===== config.mk =====
export PLATFORM = sky130hd
export DESIGN_NAME = mps_stats
export DESIGN_NICKNAME = d
export VERILOG_FILES = /design/src/inc/mps_pkg.sv /design/src/design/mps_stats.sv
export VERILOG_INCLUDE_DIRS = /design/src /design/src/inc
export SDC_FILE = /design/constraint.sdc
export NUM_CORES = 1
export LEC_CHECK = 0
export BUFFER_PORTS_ARGS = -buffer_cell sky130_fd_sc_hd__buf_4
export CAP_MARGIN = 20
export CORE_MARGIN = 8
export CORE_UTILIZATION = 40
export DETAILED_ROUTE_END_ITERATION = 8
export GPL_ROUTABILITY_DRIVEN = 0
export HOLD_SLACK_MARGIN = 0.03
export PLACE_DENSITY = 0.65
export SYNTH_ARGS = -nofsm -noshare
export SYNTH_HDL_FRONTEND = slang
export SYNTH_SLANG_ARGS = --single-unit

===== constraint.sdc =====
create_clock -name clk -period 10.3 [get_ports clk]
set_clock_uncertainty 0.05 [all_clocks]
set_input_delay 1.03 -clock clk [delete_from_list [all_inputs] [get_ports clk]]
set_output_delay 1.03 -clock clk [all_outputs]
set_load 0.01 [all_outputs]

===== src/inc/mps_regs.svh =====
/*
 * Register map, field positions, reset values and frame limits of the
 * PHY-select and frame-statistics block.
 * Assumes byte addressing with one aligned 32-bit word per register.
 */
`ifndef MPS_REGS_SVH
`define MPS_REGS_SVH

// ----------------------------------------------------------------------
// offsets
// ----------------------------------------------------------------------
`define MPS_NET_CONTROL_OFS   8'h00
`define MPS_NET_CONFIG_OFS    8'h04
`define MPS_PHY_IF_CTRL_OFS   8'h08
`define MPS_INT_STATUS_OFS    8'h0c
`define MPS_INT_MASK_OFS      8'h10
`define MPS_COUNT_BASE_OFS    8'h20

// ----------------------------------------------------------------------
// fields
// ----------------------------------------------------------------------
`define MPS_RX_ENABLE_BIT     2
`define MPS_STATS_WREN_BIT    7
`define MPS_BIG_FRAMES_BIT    8
`define MPS_RMII_SEL_BIT      0
`define MPS_XCVR_TRANSCEIVER_CLOCK_ENABLE_BIT    1

// ----------------------------------------------------------------------
// reset values
// ----------------------------------------------------------------------
`define MPS_NET_CONTROL_RST   32'h0000_0000
`define MPS_NET_CONFIG_RST    32'h0000_0000
`define MPS_PHY_IF_CTRL_RST   32'h0000_0000
`define MPS_INT_MASK_RST      32'h0000_0000

// ----------------------------------------------------------------------
// frame length limits in bytes
// ----------------------------------------------------------------------
`define MPS_MIN_FRAME_LEN     11'h040
`define MPS_MAX_FRAME_LEN     11'h5ee
`define MPS_BIG_FRAME_LEN     11'h600

`endif


===== src/inc/mps_pkg.sv =====
/*
 * Types shared by the statistics block and its surroundings.
 * Assumes nothing beyond a SystemVerilog compiler.
 */
package mps_pkg;

    // one report per received frame, valid for the cycle of done
    typedef struct packed {
        logic        done;
        logic [10:0] length;
        logic        fcsError;
        logic        alignError;
        logic        symbolError;
        logic        pause;
        logic        addrMatch;
        logic        copied;
    } mps_rx_event_type;

    // one report per finished transmit attempt sequence
    typedef struct packed {
        logic       done;
        logic       underrun;
        logic       retryExceeded;
        logic [4:0] collisions;
    } mps_tx_event_type;

    typedef enum logic [1:0] {
        MPS_RESP_OKAY   = 2'h0,
        MPS_RESP_SLVERR = 2'h2
    } mps_resp_type;

endpackage : mps_pkg


===== src/design/mps_stats.sv =====
/*
 * PHY interface select register and saturating frame-statistics
 * counters of an Ethernet MAC, behind an AXI4-Lite slave.
 * Assumes frame reports arrive from MAC logic on the same clock as
 * one-cycle pulses, and that the clock gate cell sits outside.
 */
// The implementer's own choices: the AXI4-Lite register port and the register addresses.
// Functional notes
// - interface-select bit one picks RMII, zero MII
// - clock-enable bit gates transceiver input clock
// - counter read returns value, then clears
// - counters stick at all ones
// - receive counters count only with receive enable
// - counter writes need control bit 7 set
// - 16-bit good pause frames received counter
// - config bit 8 raises limit to 1536
// - 24-bit frames sent OK counter
// - 16-bit exactly-one-collision sent frames counter
// - 16-bit two-to-fifteen collision sent counter
// - 24-bit good received, matched, copied counter
// - 8-bit bad CRC or symbol error counter
module mps_stats #(
    parameter int NUM_COUNT = 6
) (
    input  wire logic                      clk,
    input  wire logic                      sys_rst,
    input  wire logic [7:0]                s_axi_awaddr,
    input  wire logic                      s_axi_awvalid,
    output logic                           s_axi_awready,
    input  wire logic [31:0]               s_axi_wdata,
    input  wire logic [3:0]                s_axi_wstrb,
    input  wire logic                      s_axi_wvalid,
    output logic                           s_axi_wready,
    output logic [1:0]                     s_axi_bresp,
    output logic                           s_axi_bvalid,
    input  wire logic                      s_axi_bready,
    input  wire logic [7:0]                s_axi_araddr,
    input  wire logic                      s_axi_arvalid,
    output logic                           s_axi_arready,
    output logic [31:0]                    s_axi_rdata,
    output logic [1:0]                     s_axi_rresp,
    output logic                           s_axi_rvalid,
    input  wire logic                      s_axi_rready,
    input  wire mps_pkg::mps_rx_event_type rxEvent,
    input  wire mps_pkg::mps_tx_event_type txEvent,
    output logic                           rmiiMode,
    output logic                           xcvrClkEnable,
    output logic                           irq
);

`include "mps_regs.svh"

    // ------------------------------------------------------------------
    // counter widths: pause, sent, one-coll, several-coll, rx ok, bad crc
    // ------------------------------------------------------------------
    localparam int CNT_W [NUM_COUNT] = '{16, 24, 16, 16, 24, 8};

    logic [31:0] netControl_ff;
    logic [31:0] netConfig_ff;
    logic [31:0] phyIfCtrl_ff;
    logic [31:0] intMask_ff;
    logic [NUM_COUNT-1:0] intStatus_ff;
    logic [23:0] count_ff [NUM_COUNT];
    logic        bvalid_ff;
    logic [1:0]  bresp_ff;
    logic        rvalid_ff;
    logic [1:0]  rresp_ff;
    logic [31:0] rdata_ff;

    // ------------------------------------------------------------------
    // write channel decode
    // ------------------------------------------------------------------
    wire        wrFire   = s_axi_awvalid && s_axi_wvalid && !bvalid_ff;
    wire [31:0] byteMask = {{8{s_axi_wstrb[3]}}, {8{s_axi_wstrb[2]}},
                            {8{s_axi_wstrb[1]}}, {8{s_axi_wstrb[0]}}};
    wire [7:0]  wrAddr   = s_axi_awaddr;
    wire        wrCtl    = wrFire && wrAddr == `MPS_NET_CONTROL_OFS;
    wire        wrCfg    = wrFire && wrAddr == `MPS_NET_CONFIG_OFS;
    wire        wrPhy    = wrFire && wrAddr == `MPS_PHY_IF_CTRL_OFS;
    wire        wrSts    = wrFire && wrAddr == `MPS_INT_STATUS_OFS;
    wire        wrMsk    = wrFire && wrAddr == `MPS_INT_MASK_OFS;
    wire [7:0]  wrCntIdx = (wrAddr - `MPS_COUNT_BASE_OFS) >> 2;
    wire        wrCntHit = wrAddr >= `MPS_COUNT_BASE_OFS
                           && wrCntIdx < 8'(NUM_COUNT)
                           && wrAddr[1:0] == 2'h0;
    wire        wrMapped = wrCtl || wrCfg || wrPhy || wrSts || wrMsk
                           || (wrFire && wrCntHit);
    wire        statsWrEn = netControl_ff[`MPS_STATS_WREN_BIT];

    assign s_axi_awready = wrFire;
    assign s_axi_wready  = wrFire;
    assign s_axi_bvalid  = bvalid_ff;
    assign s_axi_bresp   = bresp_ff;

    // ------------------------------------------------------------------
    // read channel decode
    // ------------------------------------------------------------------
    wire        rdFire   = s_axi_arvalid && !rvalid_ff;
    wire [7:0]  rdAddr   = s_axi_araddr;
    wire [7:0]  rdCntIdx = (rdAddr - `MPS_COUNT_BASE_OFS) >> 2;
    wire        rdCntHit = rdAddr >= `MPS_COUNT_BASE_OFS
                           && rdCntIdx < 8'(NUM_COUNT)
                           && rdAddr[1:0] == 2'h0;
    wire        rdCtl    = rdAddr == `MPS_NET_CONTROL_OFS;
    wire        rdCfg    = rdAddr == `MPS_NET_CONFIG_OFS;
    wire        rdPhy    = rdAddr == `MPS_PHY_IF_CTRL_OFS;
    wire        rdSts    = rdAddr == `MPS_INT_STATUS_OFS;
    wire        rdMsk    = rdAddr == `MPS_INT_MASK_OFS;
    wire        rdMapped = rdCtl || rdCfg || rdPhy || rdSts || rdMsk
                           || rdCntHit;
    wire [23:0] rdCount  = rdCntHit ? count_ff[rdCntIdx[2:0]] : 24'h0;
    wire [31:0] nxt_rdata =
        rdCtl    ? netControl_ff :
        rdCfg    ? netConfig_ff :
        rdPhy    ? phyIfCtrl_ff :
        rdSts    ? {{(32-NUM_COUNT){1'b0}}, intStatus_ff} :
        rdMsk    ? intMask_ff :
        rdCntHit ? {8'h0, rdCount} : 32'h0;

    assign s_axi_arready = !rvalid_ff;
    assign s_axi_rvalid  = rvalid_ff;
    assign s_axi_rdata   = rdata_ff;
    assign s_axi_rresp   = rresp_ff;

    // ------------------------------------------------------------------
    // frame qualification
    // ------------------------------------------------------------------
    wire [10:0] maxLen  = netConfig_ff[`MPS_BIG_FRAMES_BIT]
                          ? `MPS_BIG_FRAME_LEN : `MPS_MAX_FRAME_LEN;
    wire rxEnable  = netControl_ff[`MPS_RX_ENABLE_BIT];
    wire rxValidLen = rxEvent.length >= `MPS_MIN_FRAME_LEN
                      && rxEvent.length <= maxLen;
    wire rxClean   = !rxEvent.fcsError && !rxEvent.alignError
                     && !rxEvent.symbolError;
    wire rxCount   = rxEvent.done && rxEnable;
    wire rxGood    = rxCount && rxValidLen && rxClean;
    wire txOk      = txEvent.done && !txEvent.underrun
                     && !txEvent.retryExceeded;

    wire [NUM_COUNT-1:0] countInc;
    assign countInc[0] = rxGood && rxEvent.pause;
    assign countInc[1] = txOk;
    assign countInc[2] = txOk && txEvent.collisions == 5'h01;
    assign countInc[3] = txOk && txEvent.collisions >= 5'h02
                         && txEvent.collisions <= 5'h0f;
    assign countInc[4] = rxGood && rxEvent.addrMatch
                         && rxEvent.copied;
    assign countInc[5] = rxCount && rxValidLen && !rxEvent.alignError
                         && (rxEvent.fcsError
                             || rxEvent.symbolError);

    // ------------------------------------------------------------------
    // statistics counters
    // ------------------------------------------------------------------
    logic [NUM_COUNT-1:0] countFull;

    for (genvar i = 0; i < NUM_COUNT; i++) begin : g_count
        localparam logic [23:0] ONES = 24'((25'h1 << CNT_W[i]) - 25'h1);
        wire        hitWr  = wrFire && wrCntHit && wrCntIdx[2:0] == 3'(i);
        wire        doLoad = hitWr && statsWrEn;
        wire        doClr  = rdFire && rdCntHit
                             && rdCntIdx[2:0] == 3'(i);
        wire [23:0] merged = (count_ff[i] & ~byteMask[23:0])
                             | (s_axi_wdata[23:0] & byteMask[23:0]);
        wire        full   = count_ff[i] == ONES;
        // a load wins over both clear and increment: software intent
        wire [23:0] nxt_count =
            doLoad      ? merged & ONES :
            doClr       ? {23'h0, countInc[i]} :
            countInc[i] && !full ? count_ff[i] + 24'h1 :
            count_ff[i];

        assign countFull[i] = countInc[i] && (count_ff[i] + 24'h1) == ONES
                              && !doClr && !doLoad;

        always_ff @(posedge clk or posedge sys_rst) begin
            if (sys_rst) begin
                count_ff[i] <= 24'h0;
            end else begin
                count_ff[i] <= nxt_count;
            end
        end
    end

    // ------------------------------------------------------------------
    // interrupt: a counter counting up to all ones sets its sticky bit
    // ------------------------------------------------------------------
    // a new saturation in the same cycle as a write-one-to-clear is kept
    wire [NUM_COUNT-1:0] nxt_intStatus =
        (intStatus_ff & ~(wrSts ? s_axi_wdata[NUM_COUNT-1:0]
                                  & byteMask[NUM_COUNT-1:0]
                                : {NUM_COUNT{1'b0}}))
        | countFull;

    assign irq = |(intStatus_ff & intMask_ff[NUM_COUNT-1:0]);

    // ------------------------------------------------------------------
    // control registers
    // ------------------------------------------------------------------
    wire [31:0] nxt_netControl = (netControl_ff & ~byteMask)
                                 | (s_axi_wdata & byteMask);
    wire [31:0] nxt_netConfig  = (netConfig_ff & ~byteMask)
                                 | (s_axi_wdata & byteMask);
    wire [31:0] phyFieldMask   = 32'h0000_0003;
    wire [31:0] nxt_phyIfCtrl  = ((phyIfCtrl_ff & ~byteMask)
                                  | (s_axi_wdata & byteMask)) & phyFieldMask;
    wire [31:0] nxt_intMask    = ((intMask_ff & ~byteMask)
                                  | (s_axi_wdata & byteMask))
                                 & {{(32-NUM_COUNT){1'b0}}, {NUM_COUNT{1'b1}}};

    assign rmiiMode      = phyIfCtrl_ff[`MPS_RMII_SEL_BIT];
    // level to the clock gate cell; zero stops the transceiver clock
    assign xcvrClkEnable = phyIfCtrl_ff[`MPS_XCVR_TRANSCEIVER_CLOCK_ENABLE_BIT];

    always_ff @(posedge clk or posedge sys_rst) begin
        if (sys_rst) begin
            netControl_ff <= `MPS_NET_CONTROL_RST;
            netConfig_ff  <= `MPS_NET_CONFIG_RST;
            phyIfCtrl_ff  <= `MPS_PHY_IF_CTRL_RST;
            intMask_ff    <= `MPS_INT_MASK_RST;
            intStatus_ff  <= {NUM_COUNT{1'b0}};
        end else begin
            if (wrCtl) begin
                netControl_ff <= nxt_netControl;
            end
            if (wrCfg) begin
                netConfig_ff <= nxt_netConfig;
            end
            if (wrPhy) begin
                phyIfCtrl_ff <= nxt_phyIfCtrl;
            end
            if (wrMsk) begin
                intMask_ff <= nxt_intMask;
            end
            intStatus_ff <= nxt_intStatus;
        end
    end

    // ------------------------------------------------------------------
    // bus responses
    // ------------------------------------------------------------------
    // an ignored counter write still answers OKAY: only the data is lost
    wire [1:0] nxt_bresp = wrMapped ? mps_pkg::MPS_RESP_OKAY
                                    : mps_pkg::MPS_RESP_SLVERR;
    wire [1:0] nxt_rresp = rdMapped ? mps_pkg::MPS_RESP_OKAY
                                    : mps_pkg::MPS_RESP_SLVERR;

    always_ff @(posedge clk or posedge sys_rst) begin
        if (sys_rst) begin
            bvalid_ff <= 1'b0;
            bresp_ff  <= 2'h0;
        end else if (wrFire) begin
            bvalid_ff <= 1'b1;
            bresp_ff  <= nxt_bresp;
        end else if (s_axi_bready) begin
            bvalid_ff <= 1'b0;
        end
    end

    always_ff @(posedge clk or posedge sys_rst) begin
        if (sys_rst) begin
            rvalid_ff <= 1'b0;
            rresp_ff  <= 2'h0;
            rdata_ff  <= 32'h0;
        end else if (rdFire) begin
            rvalid_ff <= 1'b1;
            rresp_ff  <= nxt_rresp;
            rdata_ff  <= nxt_rdata;
        end else if (s_axi_rready) begin
            rvalid_ff <= 1'b0;
        end
    end

endmodule : mps_stats


* After elaboration in Yosys (flattened, before gate mapping)
Index checks and enable logic that the tools add are counted.
Widths: inputs -> output; s select.
** Operators by class
- Add/sub/neg operators :: 8
- Multipliers :: 0
- Divide/modulo/power cells :: 0
- Order comparisons :: 9
- Eq/ne operators :: 31
- Shifts and indexed selects :: 0
- Mux-type cells :: 35
- Bitwise gates (word level) :: 30
- Reduce and logical (&&, ||, !) cells :: 123
** Operator list (number)
- $mux 24 :: 24
- $add 24x1->24 const B :: 6
- $eq 24x16->1 const B :: 6
- $and 32x32->32 :: 3
- $eq 24x24->1 const B :: 4
- $and 24x24->24 :: 3
- $bmux 24 s3 :: 1
- $logic_and 1x1->1 :: 72
- $mux 32 :: 2
- $or 32x32->32 :: 2
- $and 16x16->16 :: 3
- $eq 24x8->1 const B :: 2
- $or 16x16->16 :: 3
- $or 24x24->24 :: 2
- $eq 8x4->1 const B :: 4
- $not 32->32 :: 1
- $logic_not 1->1 :: 25
- $and 6x6->6 :: 4
- $not 24->24 :: 1
- $reduce_bool 3->1 :: 6
- $eq 8x3->1 const B :: 2
- $eq 8x5->1 const B :: 2
- $ge 8x6->1 const B :: 2
- $logic_not 8->1 :: 2
- other kinds (27) :: 54
** Word-level totals
- Register bits after elaboration :: 260
- Bits in latches :: 0
- Memory bits (writable) :: 0
- Bits in read-only memories :: 0
- Bits of input ports :: 85
- Word-level logic and storage cells :: 252
- Memories kept :: 0

* Depth between registers and ports, before layout
Gate-level depths: netlist of the first run.
- Word-level depth :: 11
- Gate-level depth with buffers :: 13

* Worst setup path after synthesis of the first run
No wires, ideal clock.
- Path kind :: in2reg
- From :: input port s_axi_araddr[5]
- To :: register (tool-made name)
- Data arrival time :: 3.226 ns
- Required time :: 10.123 ns
- Path slack :: 6.897 ns
- Stages on the path :: 10
- Path buffers :: 2
- Path through :: inv_1 -> ha_1 -> nor4bb_1 -> nand3_1 -> nor3_1 -> nand2b_1 -> buf_2 -> buf_1 -> nor2_1 -> o2bb2a_1
** RTL lines
- start: declaration :: line mps_stats.sv:37 : input wire logic [7:0] s_axi_araddr,

==> results.ini, run 1 <==
[hold_path]
whs_path_depth = 2
holdPathEnd = s_axi_rdata[17]$_DFFE_PP0P_
hold_path_class = reg -> reg
min_from = s_axi_rdata[17]$_DFFE_PP0P_

[die]
die_w_um = 222
die-area_mm2 = 0.0492
std_cell_rows = 75
ioPinCount = 129
initial_core_util = 0.404
core_mm2 = 0.0419
dieHeight_um = 222

[power]
p_per_area_mw_per_mm2 = 134
fin_total_pwr_w = 0.00259
p_leak_nw = 7.85
ir_drop_v = 0.000146

[clock_network]
cts_tree = yes
numCtsBuffers = 31
post_cts_resized = 0
post_cts.repair.setup_buffers = 0
cts_root_buf = clkbuf_16
h-tree-depth = 1
cts-hold-fix-buffers = 0
cts.sinks = 258
cts_buffer_depth = 3
insertion_delay_ns = 0.60
clkTransAtPathRegs_ns = 0.06

[critical_path]
r2r_start = s_axi_rvalid$_DFFE_PP0P_
critical_path_arrival_ns = 4.85
required_ns = 10.70
r2r_slack_ns = 6.49
criticalPathCategory = in -> reg
endpoint_kind = flop
critical_path.startpoint_type = primary input
rr_worst_depth = 8
path_max_fanout = 37
cp-startpoint = s_axi_araddr[5]

[grt]
grt_pass1_vias = 15700
grt_usage = 0.242
grt_max_degree = 117
global_route.overflow_total = 0
grt_pass1_wl_mm = 95.1
grt_antenna_before_repair = 0

[place]
io_buffers = 126
place_area_mm2 = 0.0181
dp_hpwl_mm = 44.5
dp_cells = 2495

[detailed_routing]
post_drt_wl_per_cell_um = 24.3
drcViolationCount = 0
dr_total_vias = 16500
drt_wl_total_mm = 62.1
ant_nets = 0
drtIter0Drc = 2332
viasPerCell = 6.44
firstDrtPassIters = 9

[timing]
finalCritPeriodShare = 0.432
slew_violations = 0
relSlewSlack = 0.120
setup_viol = 0
fmax_mhz = 225
rsz0062_at_grt = no
timing.hold.ws_ns = 0.432
tightestPinTransition_ns = 1.30
finalHoldViolCount = 0
final.min_clock_period_ns = 4.45
final.setup.tns_ns = 0

[run]
max_cap_viol_count = 0

[synthesis]
synthXorXnorAreaFrac = 0.0454
synth_top_family_by_area = simple AND/OR/NAND/NOR gates
ys.flop_type = dfrtp_1
yosysUniqueCellTypes = 78
synth_edf_count = 0
synthSimpleGateAreaFrac = 0.224
synth-compound-area-share = 0.188
netlist_area_mm2 = 0.0170
seq_area_frac_synth = 0.381
synthArstFlopShare = 1.00
synth.area.mux_share = 0.0964
synth_cells = 1958
yosys_warnings = 0
synthAdderAreaFrac = 0.0162
avgSynthCellArea_um2 = 8.66
ys_ff_latch = 258

[layout]
areaGrowthSynthToFinish_pct = 14.3
drive_above_1_share = 0.160
fin_cells = 2560
nNetsFinal = 2103
antenna_cells = 0
stdcell_area_mm2 = 0.0194

[outcome]
status = finished clean

[cells by family after synthesis]
kind of cell | after synthesis
flops | 258
mux | 123
xor+xnor | 88
fa+ha+maj | 22
other cells | 1
simple gates | 729
compound gates | 533
buf+inv | 204
[routing by layer]
metal  share of wire  global-route usage  vias to the layer above
met2            0.46               0.387                      967
met5               0                   0                        -
li1                -                   -                     7325
met4           0.048               0.101                        0
met1            0.38               0.314                     8041
met3            0.11              0.0565                      159
[how the worst max path moves through the flow]
stage                 to  slack, ns  cells past startpoint
5_1_grt             flop       5.84                     11
6_report            flop       5.85                     11
4_1_cts             flop       6.04                     11
3_3_place_gp        flop       5.66                     11
3_5_place_dp        flop       5.41                     11
2_1_floorplan  async pin       2.12                      1
[where the power goes]
part	internal, W	leakage, nW	switching [W]
combinational	0.000107	3.78	0.000168
clock	0.000747	0.564	0.000472
sequential	0.00104	3.50	0.0000508
[cells in the mapped netlist (10+ instances only)]
| cell | n | share of area |
|---|---|---|
| a222oi_1 | 18 | 0.011 |
| buf_2 | 13 | 0.0038 |
| a21oi_1 | 88 | 0.026 |
| and3_1 | 38 | 0.014 |
| mux4_2 | 24 | 0.032 |
| buf_1 | 12 | 0.0027 |
| mux2i_1 | 29 | 0.017 |
| or3_1 | 14 | 0.0052 |
| nor3b_1 | 19 | 0.0084 |
| nor2_1 | 150 | 0.033 |
| nand3_1 | 67 | 0.020 |
| o22ai_1 | 41 | 0.015 |
| nor3_1 | 84 | 0.025 |
| o21ai_1 | 133 | 0.039 |
| nand2b_1 | 11 | 0.0041 |
| o31ai_1 | 14 | 0.0062 |
| nor2b_1 | 18 | 0.0066 |
| dfrtp_1 | 258 | 0.38 |
| o21ai_0 | 109 | 0.032 |
| nand4_1 | 41 | 0.015 |
| nor4_1 | 37 | 0.014 |
| ha_1 | 22 | 0.016 |
| xor2_1 | 43 | 0.022 |
| or4_1 | 10 | 0.0044 |
| xnor2_1 | 45 | 0.023 |
| clkbuf_1 | 111 | 0.025 |
| mux2_2 | 68 | 0.045 |
| a221oi_1 | 12 | 0.0062 |
| nand2_1 | 159 | 0.035 |
| a31oi_1 | 51 | 0.019 |
| and2_1 | 24 | 0.0089 |
| inv_1 | 60 | 0.013 |
[worst max-delay path, stage by stage]
cell,delay [ns]
buf_4,0.09
inv_1,0.03
ha_1,0.26
nor4bb_1,1.07
nand3_1,0.44
nor3_1,0.58
nand2b_1,0.17
buf_4,0.37
o22ai_1,0.43
o21ai_0,0.30
o21ai_1,0.09
[layout by cell type, fill, tap and decap left out, types with 7 or more instances in the layout]
cell,netlist,routed
a32oi_1,8,8
inv_1,60,59
dfrtp_1,258,258
o21ai_1,133,131
mux4_2,24,24
a21o_1,7,7
mux2_2,68,68
a221oi_1,12,12
and3_1,38,38
or4_1,10,10
a31oi_1,51,51
o21a_1,7,7
o211ai_1,7,7
clkinv_2,0,8
a222oi_1,18,18
nor2_1,150,150
o32a_1,9,9
nor3b_1,19,19
or3_1,14,14
nand2_1,159,158
ha_1,22,22
a21oi_1,88,88
nor3_1,84,80
o21ai_0,109,109
mux2i_1,29,29
and4_1,8,8
and2_1,24,24
nand2b_1,11,11
xor2_1,43,43
o22ai_1,41,41
nand4_1,41,41
clkbuf_16,0,31
o31ai_1,14,14
nand3_1,67,67
nor4_1,37,37
buf_4,3,139
nor2b_1,18,18
xnor2_1,45,45
[final cells by class]
type                       count  area, um2
multi-input combinational   1497       9710
inverter                      60        233
clock inverter                17        258
timing repair buffer         148       1190
fill                        4024      22600
sequential                   258       6460
clock buffer                  41        873
tap                          539        674
[stage by stage]
stage	util	setup WS, ns
6_report	0.462	5.85
5_1_grt	0.462	5.84
3_5_place_dp	0.432	5.41
3_3_place_gp	0.431	5.66
2_1_floorplan	-	2.12
4_1_cts	0.459	6.04
Power figures use the tool's default switching activity.
==> inputs of run 2 (changes only) <==
==> constraint.sdc (replaced) <==
create_clock -name clk -period 4.5 [get_ports clk]
set_clock_uncertainty 0.05 [all_clocks]
set_input_delay 0.45 -clock clk [delete_from_list [all_inputs] [get_ports clk]]
set_output_delay 0.45 -clock clk [all_outputs]
set_load 0.01 [all_outputs]
==> results.ini, run 2 (synthesis gave the netlist of run 1 again) <==
[power]
p_per_area_mw_per_mm2 = 292
ir_drop_v = 0.000294
p_leak_nw = 7.80
fin_total_pwr_w = 0.00563

[die]
die_w_um = 222
die-area_mm2 = 0.0492
std_cell_rows = 75
core_mm2 = 0.0419
dieHeight_um = 222
ioPinCount = 129
initial_core_util = 0.404

[timing]
finalCritPeriodShare = 0.780
final.setup.tns_ns = 0
finalHoldViolCount = 0
setup_viol = 0
tightestPinTransition_ns = 1.22
rsz0062_at_grt = no
relSlewSlack = 0.187
slew_violations = 0
fmax_mhz = 285
final.min_clock_period_ns = 3.51

[clock_network]
cts_buffer_depth = 3
post_cts.repair.setup_buffers = 0
insertion_delay_ns = 0.59
cts_tree = yes
h-tree-depth = 1
clkTransAtPathRegs_ns = 0.06
post_cts_resized = 0
cts.sinks = 258
numCtsBuffers = 30
cts_root_buf = clkbuf_16

[critical_path]
path_max_fanout = 12
criticalPathCategory = reg -> reg
r2r_slack_ns = 0.99
endpoint_kind = flop
crit_chain = inv_1, ha_1, nand4_1, o31ai_1, o21ai_1, nor4_1, o22ai_1, buf_4, o21ai_0, o21ai_1
slowest_delay_ns = 0.74
required_ns = 4.90
critical_path_arrival_ns = 3.92
critPathSlowestCell = nor4_1
crit_path_frequent_cell = o21ai_1
critical_path.startpoint_type = flop

[grt]
global_route.overflow_total = 0
grt_pass1_wl_mm = 94.0
grt_usage = 0.241
grt_pass1_vias = 15500
grt_max_degree = 183
grt_antenna_before_repair = 0

[detailed_routing]
dr_total_vias = 16400
drcViolationCount = 0
firstDrtPassIters = 6
drt_wl_total_mm = 61.1
viasPerCell = 6.38
post_drt_wl_per_cell_um = 23.8
ant_nets = 0
drtIter0Drc = 2138

[layout]
antenna_cells = 0
drive_above_1_share = 0.161
layout_commonest_cell = dfrtp_1
layout_common_cells = 258 x dfrtp_1, 158 x nand2_1, 153 x buf_4
fill_cells = 4075
seq_area_mm2 = 0.00646
areaGrowthSynthToFinish_pct = 13.6
nNetsFinal = 2112
multi_input_area_mm2 = 0.00971

[hold_path]
hold_path_class = in -> reg

[run]
max_cap_viol_count = 0

[outcome]
status = finished clean

[place]
io_buffers = 126
dp_hpwl_mm = 44.5

## run 2: cell types whose count changed in the layout (fill, tap and decap cells not counted), sizes merged
cell / delta
dlygate4sd3: +3
clkinvlp: +1
bufinv: -4
buf: +8
inv: -3
clkbuf: +2
## run 2: cell type report
type,instances,area share
Timing Repair Buffer,158,0.0625
Clock inverter,11,0.00604
Multi-Input combinational cell,1497,0.504
Inverter,60,0.0119
Sequential cell,258,0.335
Clock buffer,44,0.0458
Tap cell,539,0.0350
## run 2: where the power goes
part,total [W],switching (W),internal (W),leakage (nW)
Sequential,0.00250,0.000109,0.00239,3.50
Clock,0.00250,0.00104,0.00147,0.501
Combinational,0.000627,0.000382,0.000245,3.80
## run 2: worst paths after layout
kind / startpoint / to / depth (start not counted)
max: flop / flop / 10
min: s_axi_wdata[28] / flop / 2
max reg2reg: flop / flop / 10
min reg2reg: s_axi_rdata[14]$_DFFE_PP0P_ / s_axi_rdata[14]$_DFFE_PP0P_ / 2
max in group asynchronous: sys_rst / async pin / 4
min in group asynchronous: sys_rst / count_ff[10]$_DFFE_PP0P_ / 3
## run 2: metrics by stage
step,hold slack [ns],setup WS (ns),std cells,area (um2),util
CTS,0.0394,0.930,2566,19300,0.459
floorplan,0.424,0.600,1959,17000,-
global placement,0.416,0.994,2507,18200,0.435
detailed placement,0.406,0.709,2508,18200,0.435
finish,0.0601,0.988,2567,19300,0.459
global route,0.0452,0.785,2567,19300,0.459
## run 2: per-layer routing
layer / global-route usage / share of wire / up-vias
met4: 0.117 / 0.052 / 0
li1: - / - / 7333
met5: 0 / 0 / -
met1: 0.319 / 0.40 / 8064
met3: 0.0488 / 0.094 / 162
met2: 0.373 / 0.45 / 826
## run 2: timing repair
| item | 4_1_cts | 5_1_grt |
|---|---|---|
| hold buffers | 3 | 0 |
| setup endpoints to repair | 0 | 0 |
| hold endpoints to repair | 13 | 0 |
## run 2: critical path: cells and delay by family (launching register included)
| kind | cells | cell delay [ns] |
|---|---|---|
| buffers and inverters | 2 | 0.41 |
| AND/OR/NAND/NOR | 2 | 0.84 |
| adder cells (fa/ha/maj) | 1 | 0.31 |
| flip-flops | 1 | 0.60 |
| AO/OA/AOI/OAI | 5 | 1.16 |
